`config.mk`:
```
export PLATFORM = sky130hd
export DESIGN_NAME = mct_timer_unit
export DESIGN_NICKNAME = d
export VERILOG_FILES = /design/src/rtl/mct_pkg.sv /design/src/rtl/mct_timer_unit.sv
export SDC_FILE = /design/constraint.sdc
export NUM_CORES = 1
export LEC_CHECK = 0
export ABC_AREA = 1
export BUFFER_PORTS_ARGS = -buffer_cell sky130_fd_sc_hd__buf_2
export CORE_UTILIZATION = 46
export CTS_BUF_LIST = sky130_fd_sc_hd__clkbuf_8
export CTS_CLUSTER_DIAMETER = 50
export CTS_CLUSTER_SIZE = 28
export DETAILED_ROUTE_END_ITERATION = 7
export PLACE_DENSITY = 0.71
export SYNTH_ARGS = -nofsm -noshare
export SYNTH_HDL_FRONTEND = slang
export SYNTH_SLANG_ARGS = --single-unit
```
`constraint.sdc`:
```
create_clock -name ref_clk -period 2.7 [get_ports ref_clk]
set_clock_uncertainty 0.1 [all_clocks]
set_input_delay 0.54 -clock ref_clk [delete_from_list [all_inputs] [get_ports ref_clk]]
set_output_delay 0.54 -clock ref_clk [all_outputs]
set_load 0.01 [all_outputs]
```
`src/rtl/mct_pkg.sv`:
```
package mct_pkg;

  // Timer classes
  typedef enum logic [2:0] {
    CLS_ADV   = 3'h0,
    CLS_GP4   = 3'h1,
    CLS_GP2   = 3'h2,
    CLS_GP1   = 3'h3,
    CLS_BASIC = 3'h4
  } mct_class_e;

  // Counting modes
  localparam logic [1:0] CM_UP     = 2'h0;
  localparam logic [1:0] CM_DOWN   = 2'h1;
  localparam logic [1:0] CM_CENTER = 2'h2;

  // Link (slave) modes
  localparam logic [1:0] LM_NONE   = 2'h0;
  localparam logic [1:0] LM_RESET  = 2'h1;
  localparam logic [1:0] LM_GATED  = 2'h2;
  localparam logic [1:0] LM_EXTCLK = 2'h3;

  // Channel modes
  localparam logic [2:0] CH_OFF      = 3'h0;
  localparam logic [2:0] CH_CAP_RISE = 3'h1;
  localparam logic [2:0] CH_CAP_FALL = 3'h2;
  localparam logic [2:0] CH_TOGGLE   = 3'h3;
  localparam logic [2:0] CH_PWM      = 3'h4;

  // Byte offsets
  localparam logic [7:0] REG_CTRL   = 8'h00;
  localparam logic [7:0] REG_PSC    = 8'h04;
  localparam logic [7:0] REG_ARR    = 8'h08;
  localparam logic [7:0] REG_CNT    = 8'h0C;
  localparam logic [7:0] REG_STATUS = 8'h10;
  localparam logic [7:0] REG_MASK   = 8'h14;
  localparam logic [7:0] REG_DMAEN  = 8'h18;
  localparam logic [7:0] REG_CHMODE = 8'h1C;
  localparam logic [7:0] REG_DEAD   = 8'h20;
  localparam logic [7:0] REG_CCR0   = 8'h24;
  localparam logic [7:0] REG_STKLD  = 8'h34;
  localparam logic [7:0] REG_STKVAL = 8'h38;

  // Control bits
  localparam int CTRL_EN      = 0;
  localparam int CTRL_MODE    = 1;
  localparam int CTRL_ONEP    = 3;
  localparam int CTRL_FREEZE  = 4;
  localparam int CTRL_STK_EN  = 5;
  localparam int CTRL_STK_DIV = 6;
  localparam int CTRL_STK_INT = 7;
  localparam int CTRL_LINK    = 8;
  localparam int CTRL_ENC     = 10;
  localparam int CTRL_HALL    = 11;
  localparam int CTRL_DIR     = 15;

  // Status bits
  localparam int ST_UPD  = 0;
  localparam int ST_CC   = 1;
  localparam int ST_STK  = 5;
  localparam int ST_TRIG = 6;
  localparam int ST_W    = 7;

  localparam int CH_MAX   = 4;
  localparam int CHM_W    = 4;
  localparam int CHM_OEN  = 3;
  localparam logic [2:0] STK_DIV_LAST = 3'h7;
  localparam logic [15:0] CTRL_WMASK  = 16'h0FFF;

  typedef struct packed {
    logic                       waitReq;
    logic [31:0]                rdData;
    logic [15:0]                ctrl;
    logic [15:0]                psc;
    logic [15:0]                pscCnt;
    logic [31:0]                arr;
    logic [31:0]                cnt;
    logic                       dirDown;
    logic [ST_W-1:0]            status;
    logic [ST_W-1:0]            mask;
    logic [4:0]                 dmaEn;
    logic [15:0]                chMode;
    logic [7:0]                 dead;
    logic [CH_MAX-1:0][31:0]    ccr;
    logic [CH_MAX-1:0]          pwmRef;
    logic [CH_MAX-1:0][7:0]     dtCnt;
    logic [CH_MAX-1:0]          chOut;
    logic [CH_MAX-1:0]          chOutN;
    logic [CH_MAX-1:0]          syncA;
    logic [CH_MAX-1:0]          syncB;
    logic [CH_MAX-1:0]          inPrev;
    logic [23:0]                stkLoad;
    logic [23:0]                stkVal;
    logic [2:0]                 stkDiv;
    logic                       stkIrq;
    logic                       irq;
    logic                       trigOut;
    logic [4:0]                 dmaReq;
  } mct_state_s;

endpackage

```
`src/rtl/mct_timer_unit.sv`:
```
`timescale 1ns/10ps
module mct_timer_unit #(
  parameter mct_pkg::mct_class_e TMR_CLASS = mct_pkg::CLS_ADV,
  parameter int                  CNT_W     = 16
) (
  // Clock and reset
  input  wire logic        ref_clk,
  input  wire logic        sys_rst,
  // Avalon-MM slave
  input  wire logic [7:0]  avs_address,
  input  wire logic        avs_read,
  input  wire logic        avs_write,
  input  wire logic [31:0] avs_writedata,
  input  wire logic [3:0]  avs_byteenable,
  output logic      [31:0] avs_readdata,
  output logic             avs_waitrequest,
  // Pins and debug
  input  wire logic [3:0]  chIn,
  input  wire logic        debugHalt,
  output logic      [3:0]  chOut,
  output logic      [3:0]  chOutN,
  // Timer link and DMA
  input  wire logic        linkTrigIn,
  output logic             linkTrigOut,
  output logic      [4:0]  dmaReq,
  // Interrupts
  output logic             irq,
  output logic             stkIrq
);
  import mct_pkg::*;

  localparam int NUM_CH = (TMR_CLASS == CLS_ADV || TMR_CLASS == CLS_GP4) ? 4 :
                          (TMR_CLASS == CLS_GP2) ? 2 : (TMR_CLASS == CLS_GP1) ? 1 : 0;
  localparam int NUM_COMP = (TMR_CLASS == CLS_ADV) ? 4 : (TMR_CLASS == CLS_GP2) ? 2 :
                            (TMR_CLASS == CLS_GP1) ? 1 : 0;
  localparam int EFF_W = (TMR_CLASS == CLS_BASIC || TMR_CLASS == CLS_ADV) ? 16 : CNT_W;
  localparam logic [31:0] CNT_MASK = (EFF_W == 32) ? 32'hFFFF_FFFF : 32'h0000_FFFF;
  localparam logic QUAD_OK = (TMR_CLASS == CLS_GP4);

  function automatic logic [31:0] beMerge(input logic [31:0] old, input logic [31:0] wd,
                                          input logic [3:0] be);
    logic [31:0] r;
    r = old;
    for (int b = 0; b < 4; b++) begin
      if (be[b]) begin
        r[8*b +: 8] = wd[8*b +: 8];
      end
    end
    return r;
  endfunction

  mct_state_s s_r;
  mct_state_s s_nxt;

  logic [CH_MAX-1:0]  inSync;
  logic               freeze;
  logic               run;
  logic               cntSrc;
  logic               tick;
  logic               updEvt;
  logic               encStep;
  logic               encUp;
  logic               hallChg;
  logic [1:0]         mode;
  logic [1:0]         linkMode;
  logic [2:0]         chm;
  logic [CH_MAX-1:0]  ccSet;
  logic               stkTick;
  logic               stkZero;
  logic [ST_W-1:0]    stSet;
  logic [ST_W-1:0]    stClr;
  logic [31:0]        wd;
  logic               outGate;

  always_comb begin
    s_nxt   = s_r;
    ccSet   = '0;
    updEvt  = 1'b0;
    tick    = 1'b0;
    stkZero = 1'b0;
    stClr   = '0;
    wd      = 32'h0000_0000;

    // Two-stage pin synchronisers; only the second stage feeds logic
    s_nxt.syncA  = chIn;
    s_nxt.syncB  = s_r.syncA;
    s_nxt.inPrev = s_r.syncB;
    inSync       = s_r.syncB;

    freeze   = debugHalt & s_r.ctrl[CTRL_FREEZE];
    run      = s_r.ctrl[CTRL_EN] & ~freeze;
    linkMode = s_r.ctrl[CTRL_LINK +: 2];
    mode     = (TMR_CLASS == CLS_BASIC) ? CM_UP : s_r.ctrl[CTRL_MODE +: 2];

    // Quadrature: one count per edge of either phase
    encStep = QUAD_OK & s_r.ctrl[CTRL_ENC] &
              ((inSync[0] ^ s_r.inPrev[0]) | (inSync[1] ^ s_r.inPrev[1]));
    encUp   = ~(s_r.inPrev[0] ^ inSync[1]);
    hallChg = QUAD_OK & s_r.ctrl[CTRL_HALL] &
              ((^inSync[2:0]) ^ (^s_r.inPrev[2:0]));

    case (linkMode)
      LM_GATED:  cntSrc = linkTrigIn;
      LM_EXTCLK: cntSrc = linkTrigIn;
      default:   cntSrc = 1'b1;
    endcase

    // Prescaler: divide by psc+1
    if (run && cntSrc && !(QUAD_OK && s_r.ctrl[CTRL_ENC])) begin
      if (s_r.pscCnt >= s_r.psc) begin
        s_nxt.pscCnt = 16'h0000;
        tick         = 1'b1;
      end else begin
        s_nxt.pscCnt = s_r.pscCnt + 16'h0001;
      end
    end
    if (run && encStep) begin
      tick = 1'b1;
      mode = encUp ? CM_UP : CM_DOWN;
    end

    if (tick) begin
      case (mode)
        CM_DOWN: begin
          s_nxt.dirDown = 1'b1;
          if (s_r.cnt == 32'h0000_0000) begin
            s_nxt.cnt = s_r.arr;
            updEvt    = 1'b1;
          end else begin
            s_nxt.cnt = s_r.cnt - 32'h0000_0001;
          end
        end
        CM_CENTER: begin
          if (s_r.arr == 32'h0000_0000) begin
            s_nxt.cnt = 32'h0000_0000;
            updEvt    = 1'b1;
          end else if (!s_r.dirDown) begin
            if (s_r.cnt >= s_r.arr) begin
              s_nxt.dirDown = 1'b1;
              s_nxt.cnt     = s_r.arr - 32'h0000_0001;
              updEvt        = 1'b1;
            end else begin
              s_nxt.cnt = s_r.cnt + 32'h0000_0001;
            end
          end else begin
            if (s_r.cnt == 32'h0000_0000) begin
              s_nxt.dirDown = 1'b0;
              s_nxt.cnt     = 32'h0000_0001;
              updEvt        = 1'b1;
            end else begin
              s_nxt.cnt = s_r.cnt - 32'h0000_0001;
            end
          end
        end
        default: begin
          s_nxt.dirDown = 1'b0;
          if (s_r.cnt >= s_r.arr) begin
            s_nxt.cnt = 32'h0000_0000;
            updEvt    = 1'b1;
          end else begin
            s_nxt.cnt = (s_r.cnt + 32'h0000_0001) & CNT_MASK;
          end
        end
      endcase
    end

    // Link reset wins over counting in the same cycle
    if (run && linkMode == LM_RESET && linkTrigIn) begin
      s_nxt.cnt    = 32'h0000_0000;
      s_nxt.pscCnt = 16'h0000;
    end

    if (updEvt && s_r.ctrl[CTRL_ONEP]) begin
      s_nxt.ctrl[CTRL_EN] = 1'b0;
    end

    // Advanced outputs go inactive on halt so power stages switch off
    outGate = ~(TMR_CLASS == CLS_ADV && debugHalt);

    for (int i = 0; i < CH_MAX; i++) begin
      chm = s_r.chMode[CHM_W*i +: 3];
      if (i < NUM_CH) begin
        case (chm)
          CH_CAP_RISE, CH_CAP_FALL: begin
            if ((i == 0 && hallChg) ||
                (chm == CH_CAP_RISE && inSync[i] && !s_r.inPrev[i]) ||
                (chm == CH_CAP_FALL && !inSync[i] && s_r.inPrev[i])) begin
              s_nxt.ccr[i] = s_r.cnt;
              ccSet[i]     = 1'b1;
            end
          end
          CH_TOGGLE: begin
            if (tick && s_r.cnt == s_r.ccr[i]) begin
              s_nxt.pwmRef[i] = ~s_r.pwmRef[i];
              ccSet[i]        = 1'b1;
            end
          end
          CH_PWM: begin
            // ccr of zero holds low, ccr above arr holds high
            s_nxt.pwmRef[i] = (s_r.cnt < s_r.ccr[i]);
            ccSet[i]        = tick && (s_r.cnt == s_r.ccr[i]);
          end
          default: begin
            s_nxt.pwmRef[i] = s_r.pwmRef[i];
          end
        endcase
        // Dead-time: both legs low until the counter drains
        if (s_nxt.pwmRef[i] != s_r.pwmRef[i] && i < NUM_COMP) begin
          s_nxt.dtCnt[i] = s_r.dead;
        end else if (s_r.dtCnt[i] != 8'h00) begin
          s_nxt.dtCnt[i] = s_r.dtCnt[i] - 8'h01;
        end
        s_nxt.chOut[i]  = outGate & s_r.chMode[CHM_W*i+CHM_OEN] & s_r.pwmRef[i] &
                          (s_r.dtCnt[i] == 8'h00);
        s_nxt.chOutN[i] = (i < NUM_COMP) & outGate & s_r.chMode[CHM_W*i+CHM_OEN] &
                          ~s_r.pwmRef[i] & (s_r.dtCnt[i] == 8'h00);
      end else begin
        s_nxt.chOut[i]  = 1'b0;
        s_nxt.chOutN[i] = 1'b0;
      end
    end

    // System tick
    stkTick = 1'b0;
    if (s_r.ctrl[CTRL_STK_EN]) begin
      s_nxt.stkDiv = s_r.stkDiv + 3'h1;
      stkTick      = s_r.ctrl[CTRL_STK_DIV] ? (s_r.stkDiv == STK_DIV_LAST) : 1'b1;
    end
    if (stkTick) begin
      if (s_r.stkVal == 24'h00_0000) begin
        s_nxt.stkVal = s_r.stkLoad;
      end else begin
        s_nxt.stkVal = s_r.stkVal - 24'h00_0001;
        stkZero      = (s_r.stkVal == 24'h00_0001);
      end
    end

    stSet                  = '0;
    stSet[ST_UPD]          = updEvt;
    stSet[ST_CC +: CH_MAX] = ccSet;
    stSet[ST_STK]          = stkZero;
    stSet[ST_TRIG]         = (linkTrigIn && linkMode != LM_NONE) || hallChg;

    s_nxt.trigOut = updEvt;
    s_nxt.dmaReq  = s_r.dmaEn & {ccSet, updEvt};
    s_nxt.stkIrq  = stkZero & s_r.ctrl[CTRL_STK_INT];

    // Bus: first edge latches read data, second edge completes
    if (s_r.waitReq && (avs_read || avs_write)) begin
      s_nxt.waitReq = 1'b0;
      if (avs_read) begin
        case (avs_address)
          REG_CTRL:   s_nxt.rdData = {16'h0000, s_r.dirDown, s_r.ctrl[14:0]};
          REG_PSC:    s_nxt.rdData = {16'h0000, s_r.psc};
          REG_ARR:    s_nxt.rdData = s_r.arr;
          REG_CNT:    s_nxt.rdData = s_r.cnt;
          REG_STATUS: s_nxt.rdData = {{(32-ST_W){1'b0}}, s_r.status};
          REG_MASK:   s_nxt.rdData = {{(32-ST_W){1'b0}}, s_r.mask};
          REG_DMAEN:  s_nxt.rdData = {27'h000_0000, s_r.dmaEn};
          REG_CHMODE: s_nxt.rdData = {16'h0000, s_r.chMode};
          REG_DEAD:   s_nxt.rdData = {24'h00_0000, s_r.dead};
          REG_STKLD:  s_nxt.rdData = {8'h00, s_r.stkLoad};
          REG_STKVAL: s_nxt.rdData = {8'h00, s_r.stkVal};
          default: begin
            s_nxt.rdData = 32'h0000_0000;
            for (int i = 0; i < NUM_CH; i++) begin
              if (avs_address == REG_CCR0 + 8'(4 * i)) begin
                s_nxt.rdData = s_r.ccr[i];
              end
            end
          end
        endcase
      end
    end else if (!s_r.waitReq) begin
      s_nxt.waitReq = 1'b1;
      if (avs_read && avs_address == REG_STATUS) begin
        // Only bits that were returned are cleared
        stClr = s_r.rdData[ST_W-1:0];
      end
      if (avs_write) begin
        case (avs_address)
          REG_CTRL: begin
            wd           = beMerge({16'h0000, s_r.ctrl}, avs_writedata, avs_byteenable);
            s_nxt.ctrl   = wd[15:0] & CTRL_WMASK;
          end
          REG_PSC: begin
            wd           = beMerge({16'h0000, s_r.psc}, avs_writedata, avs_byteenable);
            s_nxt.psc    = wd[15:0];
          end
          REG_ARR:    s_nxt.arr = beMerge(s_r.arr, avs_writedata, avs_byteenable) & CNT_MASK;
          REG_CNT:    s_nxt.cnt = beMerge(s_r.cnt, avs_writedata, avs_byteenable) & CNT_MASK;
          REG_MASK: begin
            wd           = beMerge({{(32-ST_W){1'b0}}, s_r.mask}, avs_writedata, avs_byteenable);
            s_nxt.mask   = wd[ST_W-1:0];
          end
          REG_DMAEN: begin
            wd           = beMerge({27'h000_0000, s_r.dmaEn}, avs_writedata, avs_byteenable);
            s_nxt.dmaEn  = wd[4:0];
          end
          REG_CHMODE: begin
            wd           = beMerge({16'h0000, s_r.chMode}, avs_writedata, avs_byteenable);
            s_nxt.chMode = wd[15:0];
          end
          REG_DEAD: begin
            wd           = beMerge({24'h00_0000, s_r.dead}, avs_writedata, avs_byteenable);
            s_nxt.dead   = wd[7:0];
          end
          REG_STKLD: begin
            wd            = beMerge({8'h00, s_r.stkLoad}, avs_writedata, avs_byteenable);
            s_nxt.stkLoad = wd[23:0];
          end
          REG_STKVAL: begin
            // Any write clears the current value
            s_nxt.stkVal = 24'h00_0000;
          end
          default: begin
            for (int i = 0; i < NUM_CH; i++) begin
              if (avs_address == REG_CCR0 + 8'(4 * i)) begin
                s_nxt.ccr[i] = beMerge(s_r.ccr[i], avs_writedata, avs_byteenable) & CNT_MASK;
              end
            end
          end
        endcase
      end
    end

    // A new event wins over the read-clear
    s_nxt.status = (s_r.status & ~stClr) | stSet;
    s_nxt.irq    = |(s_nxt.status & s_nxt.mask);
  end

  always_ff @(posedge ref_clk) begin
    if (sys_rst) begin
      s_r         <= '0;
      s_r.waitReq <= 1'b1;
    end else begin
      s_r <= s_nxt;
    end
  end

  assign avs_readdata    = s_r.rdData;
  assign avs_waitrequest = s_r.waitReq;
  assign chOut           = s_r.chOut;
  assign chOutN          = s_r.chOutN;
  assign linkTrigOut     = s_r.trigOut;
  assign dmaReq          = s_r.dmaReq;
  assign irq             = s_r.irq;
  assign stkIrq          = s_r.stkIrq;

endmodule

```
Yosys cells after proc, flatten, opt, wreduce, memory -nomap -nowiden
Index checks and enable logic that the tools add are counted.
{ "classes": {"n_bitwise": 36, "n_div": 0, "shift": 0, "n_addsub": 10, "n_reduce_logical": 80, "n_mux": 108, "multipliers": 0, "n_eq_ne": 57, "order_cmp": 6} }
{ "op_table": {"columns": ["op", "count"], "rows": [
  ["$mux 32", 25],
  ["$mux 164", 3],
  ["$pmux 32 s11", 1],
  ["$mux 24", 6],
  ["$eq 32x32->1", 4],
  ["$lt 32x32->1", 4],
  ["$mux 128", 1],
  ["$mux 8", 16],
  ["$mux 33", 2],
  ["$pmux 33 s2", 1],
  ["$reduce_and 5->1", 13],
  ["$logic_not 32->1", 2],
  ["$mux 16", 4],
  ["$eq 8x6->1 const B", 7],
  ["$mux 17", 3],
  ["$ne 6x6->1 const B", 8],
  ["$logic_not 8->1", 5],
  ["$mux 7", 5],
  ["$add 32x1->32 const B", 1],
  ["$eq 8x5->1 const B", 4],
  ["$ge 32x16->1", 1],
  ["$reduce_bool 8->1", 4],
  ["$sub 32x1->32 const B", 1],
  ["$sub 8x1->8 const B", 4],
  ["35 further kinds", 172]
]} }
{ "totals": {"in_bits": 54, "n_memories": 0, "latch_bits": 0, "mem_bits_rw": 0, "out_inout_bits": 49, "romBits": 0, "wordCells": 348, "reg_bits": 412} }

Depth between registers and ports, before layout
{ "depth": {"ltp_word": 13, "depth_mapped": 21, "ltp_nobuf": 21} }

Worst setup path before layout
Ideal clock, no wire load.
{ "synth_path": {"path_kind": "reg-to-reg", "start": "reg s_r[287] (netlist bit)", "end": "reg s_r[299] (netlist bit)", "path_slack_ns": 0.196, "t_arrival_ns": 2.276, "path_buffers": 0, "stages_incl_launch_ff": 17, "setup_ns": 0.128, "synth_period_minus_slack_ns": 2.504, "t_required_ns": 2.472, "path_cell_list": "dfxtp_1 > clkinv_1 > ha_1 > inv_1 > a21oi_1 > o21ai_0 > nand2_1 > nand3_1 > nand2_1 > nand2_4 > inv_4 > a21oi_2 > a21oi_1 > inv_1 > nand2_1 > a21oi_1 > nor2_1"} }
{ "synth_between": {"elab_chain_cells": 11, "elab_cells_between_ends": 17, "classes_between": "add/sub: 2; order compare: 1; mux: 13; reduce/logical: 1"} }
{ "synth_rtl": {"columns": ["item", "line", "text"], "rows": [
  ["start: declaration", "mct_timer_unit.sv:52", "mct_state_s s_r;"],
  ["start signal: assignment", "mct_timer_unit.sv:337", "s_r <= s_nxt;"],
  ["$add 32x1->32, or another cell as far along", "mct_timer_unit.sv:161", "s_nxt.cnt = (s_r.cnt + 32'h0000_0001) & CNT_MASK;"],
  ["$mux 32, on equally long branches", "mct_timer_unit.sv:138, mct_timer_unit.sv:146", null],
  ["$mux 33", "mct_timer_unit.sv:137", "end else if (!s_r.dirDown) begin"],
  ["$mux 32", "mct_timer_unit.sv:134", "if (s_r.arr == 32'h0000_0000) begin"],
  ["$pmux 33 s2 *", "mct_timer_unit.sv:123", "case (mode)"],
  ["$mux 33 *", "mct_timer_unit.sv:122", "if (tick) begin"],
  ["$mux 32 *", "mct_timer_unit.sv:168", "if (run && linkMode == LM_RESET && linkTrigIn) begin"],
  ["$mux 32", "mct_timer_unit.sv:281", "case (avs_address)"],
  ["$mux 32", "mct_timer_unit.sv:280", "if (avs_write) begin"],
  ["$mux 32", "mct_timer_unit.sv:274", "end else if (!s_r.waitReq) begin"],
  ["$mux 32 *", "mct_timer_unit.sv:249", "if (s_r.waitReq && (avs_read || avs_write)) begin"]
]} }
Every way passes the cells marked *; elsewhere a longest branch is shown, timed or not.
A chain may end at the register's enable or synchronous reset.

Worst setup path in the final report
{ "layout_path": {"start": "reg s_r[292] (netlist bit)", "end": "reg s_r[81] (netlist bit)"} }
{ "layout_between": {"elab_chain_cells": 6, "elab_cells_between_ends": 8, "classes_between": "order compare: 1; eq/ne: 2; mux: 3; reduce/logical: 2"} }
{ "layout_rtl": {"columns": ["item", "line", "text"], "rows": [
  ["parallel branches: the longest is 3 deep, another holds $lt 32x32->1", null, null],
  ["$pmux 1 s2 *", "mct_timer_unit.sv:183", "case (chm)"],
  ["$ne 1x1->1 *", "mct_timer_unit.sv:208", "if (s_nxt.pwmRef[i] != s_r.pwmRef[i] && i < NUM_COMP) begin"],
  ["$mux 8 / $reduce_bool 2->1 (equally long branches)", null, null]
]} }
Mark *: on every way between the ends.

==> results.md <==
* Status: complete, no violations
* Synth cell types at 60
* Clock Path Buffers at 3
* Largest net degree at the start of global routing at 74
* Nets@finish at 4568
* CTS Sinks at 412
* CORE AREA at 0.0568 sq mm
* Sw Pwr at 4.52 mW
* Post-synth top area cell: dfxtp_1
* Post-route antenna net violation count at 0
* Most used flip-flop cell after synthesis: dfxtp_1
* Yosys top cell area share at 30.9%
* Worst-path clk slew at 0.11 ns
* Clock power frac at 40.0%
* Mapped Area at 0.0267 sq mm
* TritonCTS clock tree: done
* Synth Instances at 3939
* Crit path max fanout at 6
* Die Width at 243 microns
* Max_cap viols at 0
* Slew Viols, Final at 0
* Worst path required time at 3.25 ns
* Worst-Margin Slew at 0.733 ns
* Ratio of cells with drive above 1 in the final layout at 20.9%
* Crit end category: flip-flop
* Synth-to-layout area growth at 24.0%
* Routability cong. at 1.07
* Slew headroom at 51.1%
* Post-DR wirelength/cell at 19.8 microns
* Vias in the first global route at 26900
* Worst hold margin at 0.0337 ns
* Mean Syn Cell Area at 6.78 sq um
* Crit path DAT at 3.20 ns
* Setup violations, final at 0
* RSZ-0062 raised after global routing: yes
* Placed cell areas at 0.0308 sq mm
* Drt first pass iters at 7
* Number of synthesis warnings at 0
* Async SR Flop Fraction at 0%
* Dominant cells by area after synthesis: dfxtp_1 31%, nand2_1 10%, ha_1 8.3%
* Routed WL at 102 mm
* Detail Placement HPWL at 77.2 mm
* Overflow after GRT at 0
* Port bufs at 93
* Peak supply drop at 667 uV
* F_max at 377 MHz
* Final Hold Viols at 0
* Cts bufs inserted at 50
* Minimum clock period at 2.65 ns
* Vias/cell at 5.70
* Sequential share of the synthesized area at 30.9%
* Worst setup path category: reg -> reg
* Int Pwr at 10.0 mW
* First-pass GRT wire length at 154 mm
* Die Area at 0.0590 sq mm
* Root Buffer Master: clkbuf_8
* Clock Latency Late Sink at 0.72 ns
* Rows at 87
* Reg power frac at 44.5%
* Comb power frac at 15.5%
* Die Y at 243 microns
* Initial DRC Count at 3344
* DR vias at 29300
* DRC at 0
* Top Ports at 103
* Commonest non-fill, non-tap cell in the layout: nand2_1
* Synth Register Bits at 412
* Total GRT Usage at 33.4%
* Post-route cell area at 0.0331 sq mm
* Starting Density at 47.0%
* CP Launch Type: flip-flop
* EDFF count, synth at 0
* Most frequent cells in the layout: 715 x nand2_1, 498 x inv_1, 424 x buf_4, 371 x dfxtp_1, 367 x a21oi_1
* Cell Pwr Density at 440 mW/mm^2
* H-Tree Depth at 2
* Worst Hold Class: in -> reg
* Period utilisation layout at 98.2%
* Net Sw Frac at 31.0%
* Initial antenna violation count at 5
* Synth Net Count at 4169
* Static Leak at 14.7 nW
[per-layer routing]
layer | GRT usage, % | routed length [microns] | part of all wire, % | vias to the layer above
li1 | - | - | - | 14000
met1 | 44.5 | 41500 | 41 | 13400
met2 | 49.9 | 42800 | 42 | 1543
met3 | 6.73 | 11200 | 11 | 299
met4 | 19.4 | 6340 | 6.2 | 2
met5 | 0 | 12 | 0.012 | -
[synthesized netlist by cell type, types with 42 or more instances]
cell / number
ha_1: 176
dfxtp_1: 412
o211ai_1: 56
buf_4: 48
a211oi_1: 76
xor2_1: 64
inv_1: 506
nand4_1: 42
nor3_1: 67
nor2_1: 338
nand3_1: 212
o21ai_0: 295
clkbuf_1: 118
o22ai_1: 67
a21oi_1: 374
nand2_1: 740
[kinds of logic (layout without fill, tap and decap cells)]
logic type / after synthesis / after routing / synth area share (%)
buffers and inverters: 754 / 1192 / 11.6
AND/OR/NAND/NOR: 1500 / 1501 / 24.5
XOR/XNOR: 74 / 74 / 2.43
flip-flops: 412 / 412 / 30.9
other: 0 / 1 / 0
AO/OA/AOI/OAI: 1023 / 1023 / 22.3
adder cells (fa/ha/maj): 176 / 176 / 8.25
[through the flow]
step / util, % / setup slack (ns) / TNS (ns) / instances / power (mW)
after floorplan: - / 0.196 / 0 / 3939 / 8.15
after global placement: 54.3 / -0.226 / -5.70 / 5024 / 8.65
after detailed placement: 54.3 / -0.220 / -8.08 / 5024 / 8.70
after CTS: 56.8 / 0.00442 / 0 / 5121 / 14.5
after global routing: 58.3 / -0.0785 / -1.34 / 5135 / 15.1
final: 58.3 / 0.0484 / 0 / 5135 / 14.6
[registers in the layout, summed over array words and instances (netlist names)]
signal           flops
avs_readdata        32
avs_waitrequest      1
chOut                4
chOutN               4
chm                  3
dmaReq               5
inSync               4
irq                  1
linkMode             2
linkTrigOut          1
mode                 2
s_nxt                4
s_r                348
stkIrq               1
[path summary, 6_finish.rpt]
check,start,depth (start not counted),slack (ns),to
hold reg to reg,s_nxt[64],2,0.32,inSync[1]
hold / removal,avs_writedata[19],3,0.03,s_r[54]
setup reg to reg,s_r[292],16,0.05,s_r[81]
setup / recovery,s_r[292],16,0.05,s_r[81]
[layout make-up]
| cell class | count | area (sq um) |
|---|---|---|
| fill | 5282 | 23700 |
| antenna | 1 | 2.50 |
| multi-input combinational | 2774 | 16000 |
| clock buffer | 54 | 743 |
| tap | 756 | 946 |
| sequential | 412 | 8330 |
| clock inverter | 38 | 567 |
| timing repair buffer | 564 | 4440 |
| inverter | 536 | 2030 |
[timing repair]
item / CTS / global route
setup endpoints to repair: 62 / 77
pin swaps: 6 / 58
setup buffers: 0 / 13
gates resized for setup: 37 / 186
hold endpoints to repair: 4 / 0
gates cloned: 1 / 1
hold buffers: 4 / 0
[worst max-delay path, cell delays in order (launching register included)]
cell      delay (ns)
dfxtp_2         0.49
buf_4           0.18
ha_1            0.24
a21oi_1         0.14
nor2_1          0.07
nor2_1          0.11
nand2_1         0.10
nand2_1         0.07
nand2_1         0.04
nand2_1         0.05
nand2_1         0.04
buf_4           0.16
buf_4           0.15
o221ai_4        0.26
buf_6           0.17
nand3_1         0.08
a21oi_1         0.14
[power by group through the flow]
stage	Clock, mW	Combinational (mW)	Sequential (mW)
finish	5.83	2.25	6.48
floorplan	0	1.57	6.58
CTS	5.86	2.11	6.48
global placement	0	2.04	6.62
global route	6.10	2.51	6.50
detailed placement	0	2.08	6.62
No activity file was read; power rests on OpenSTA's default activity.
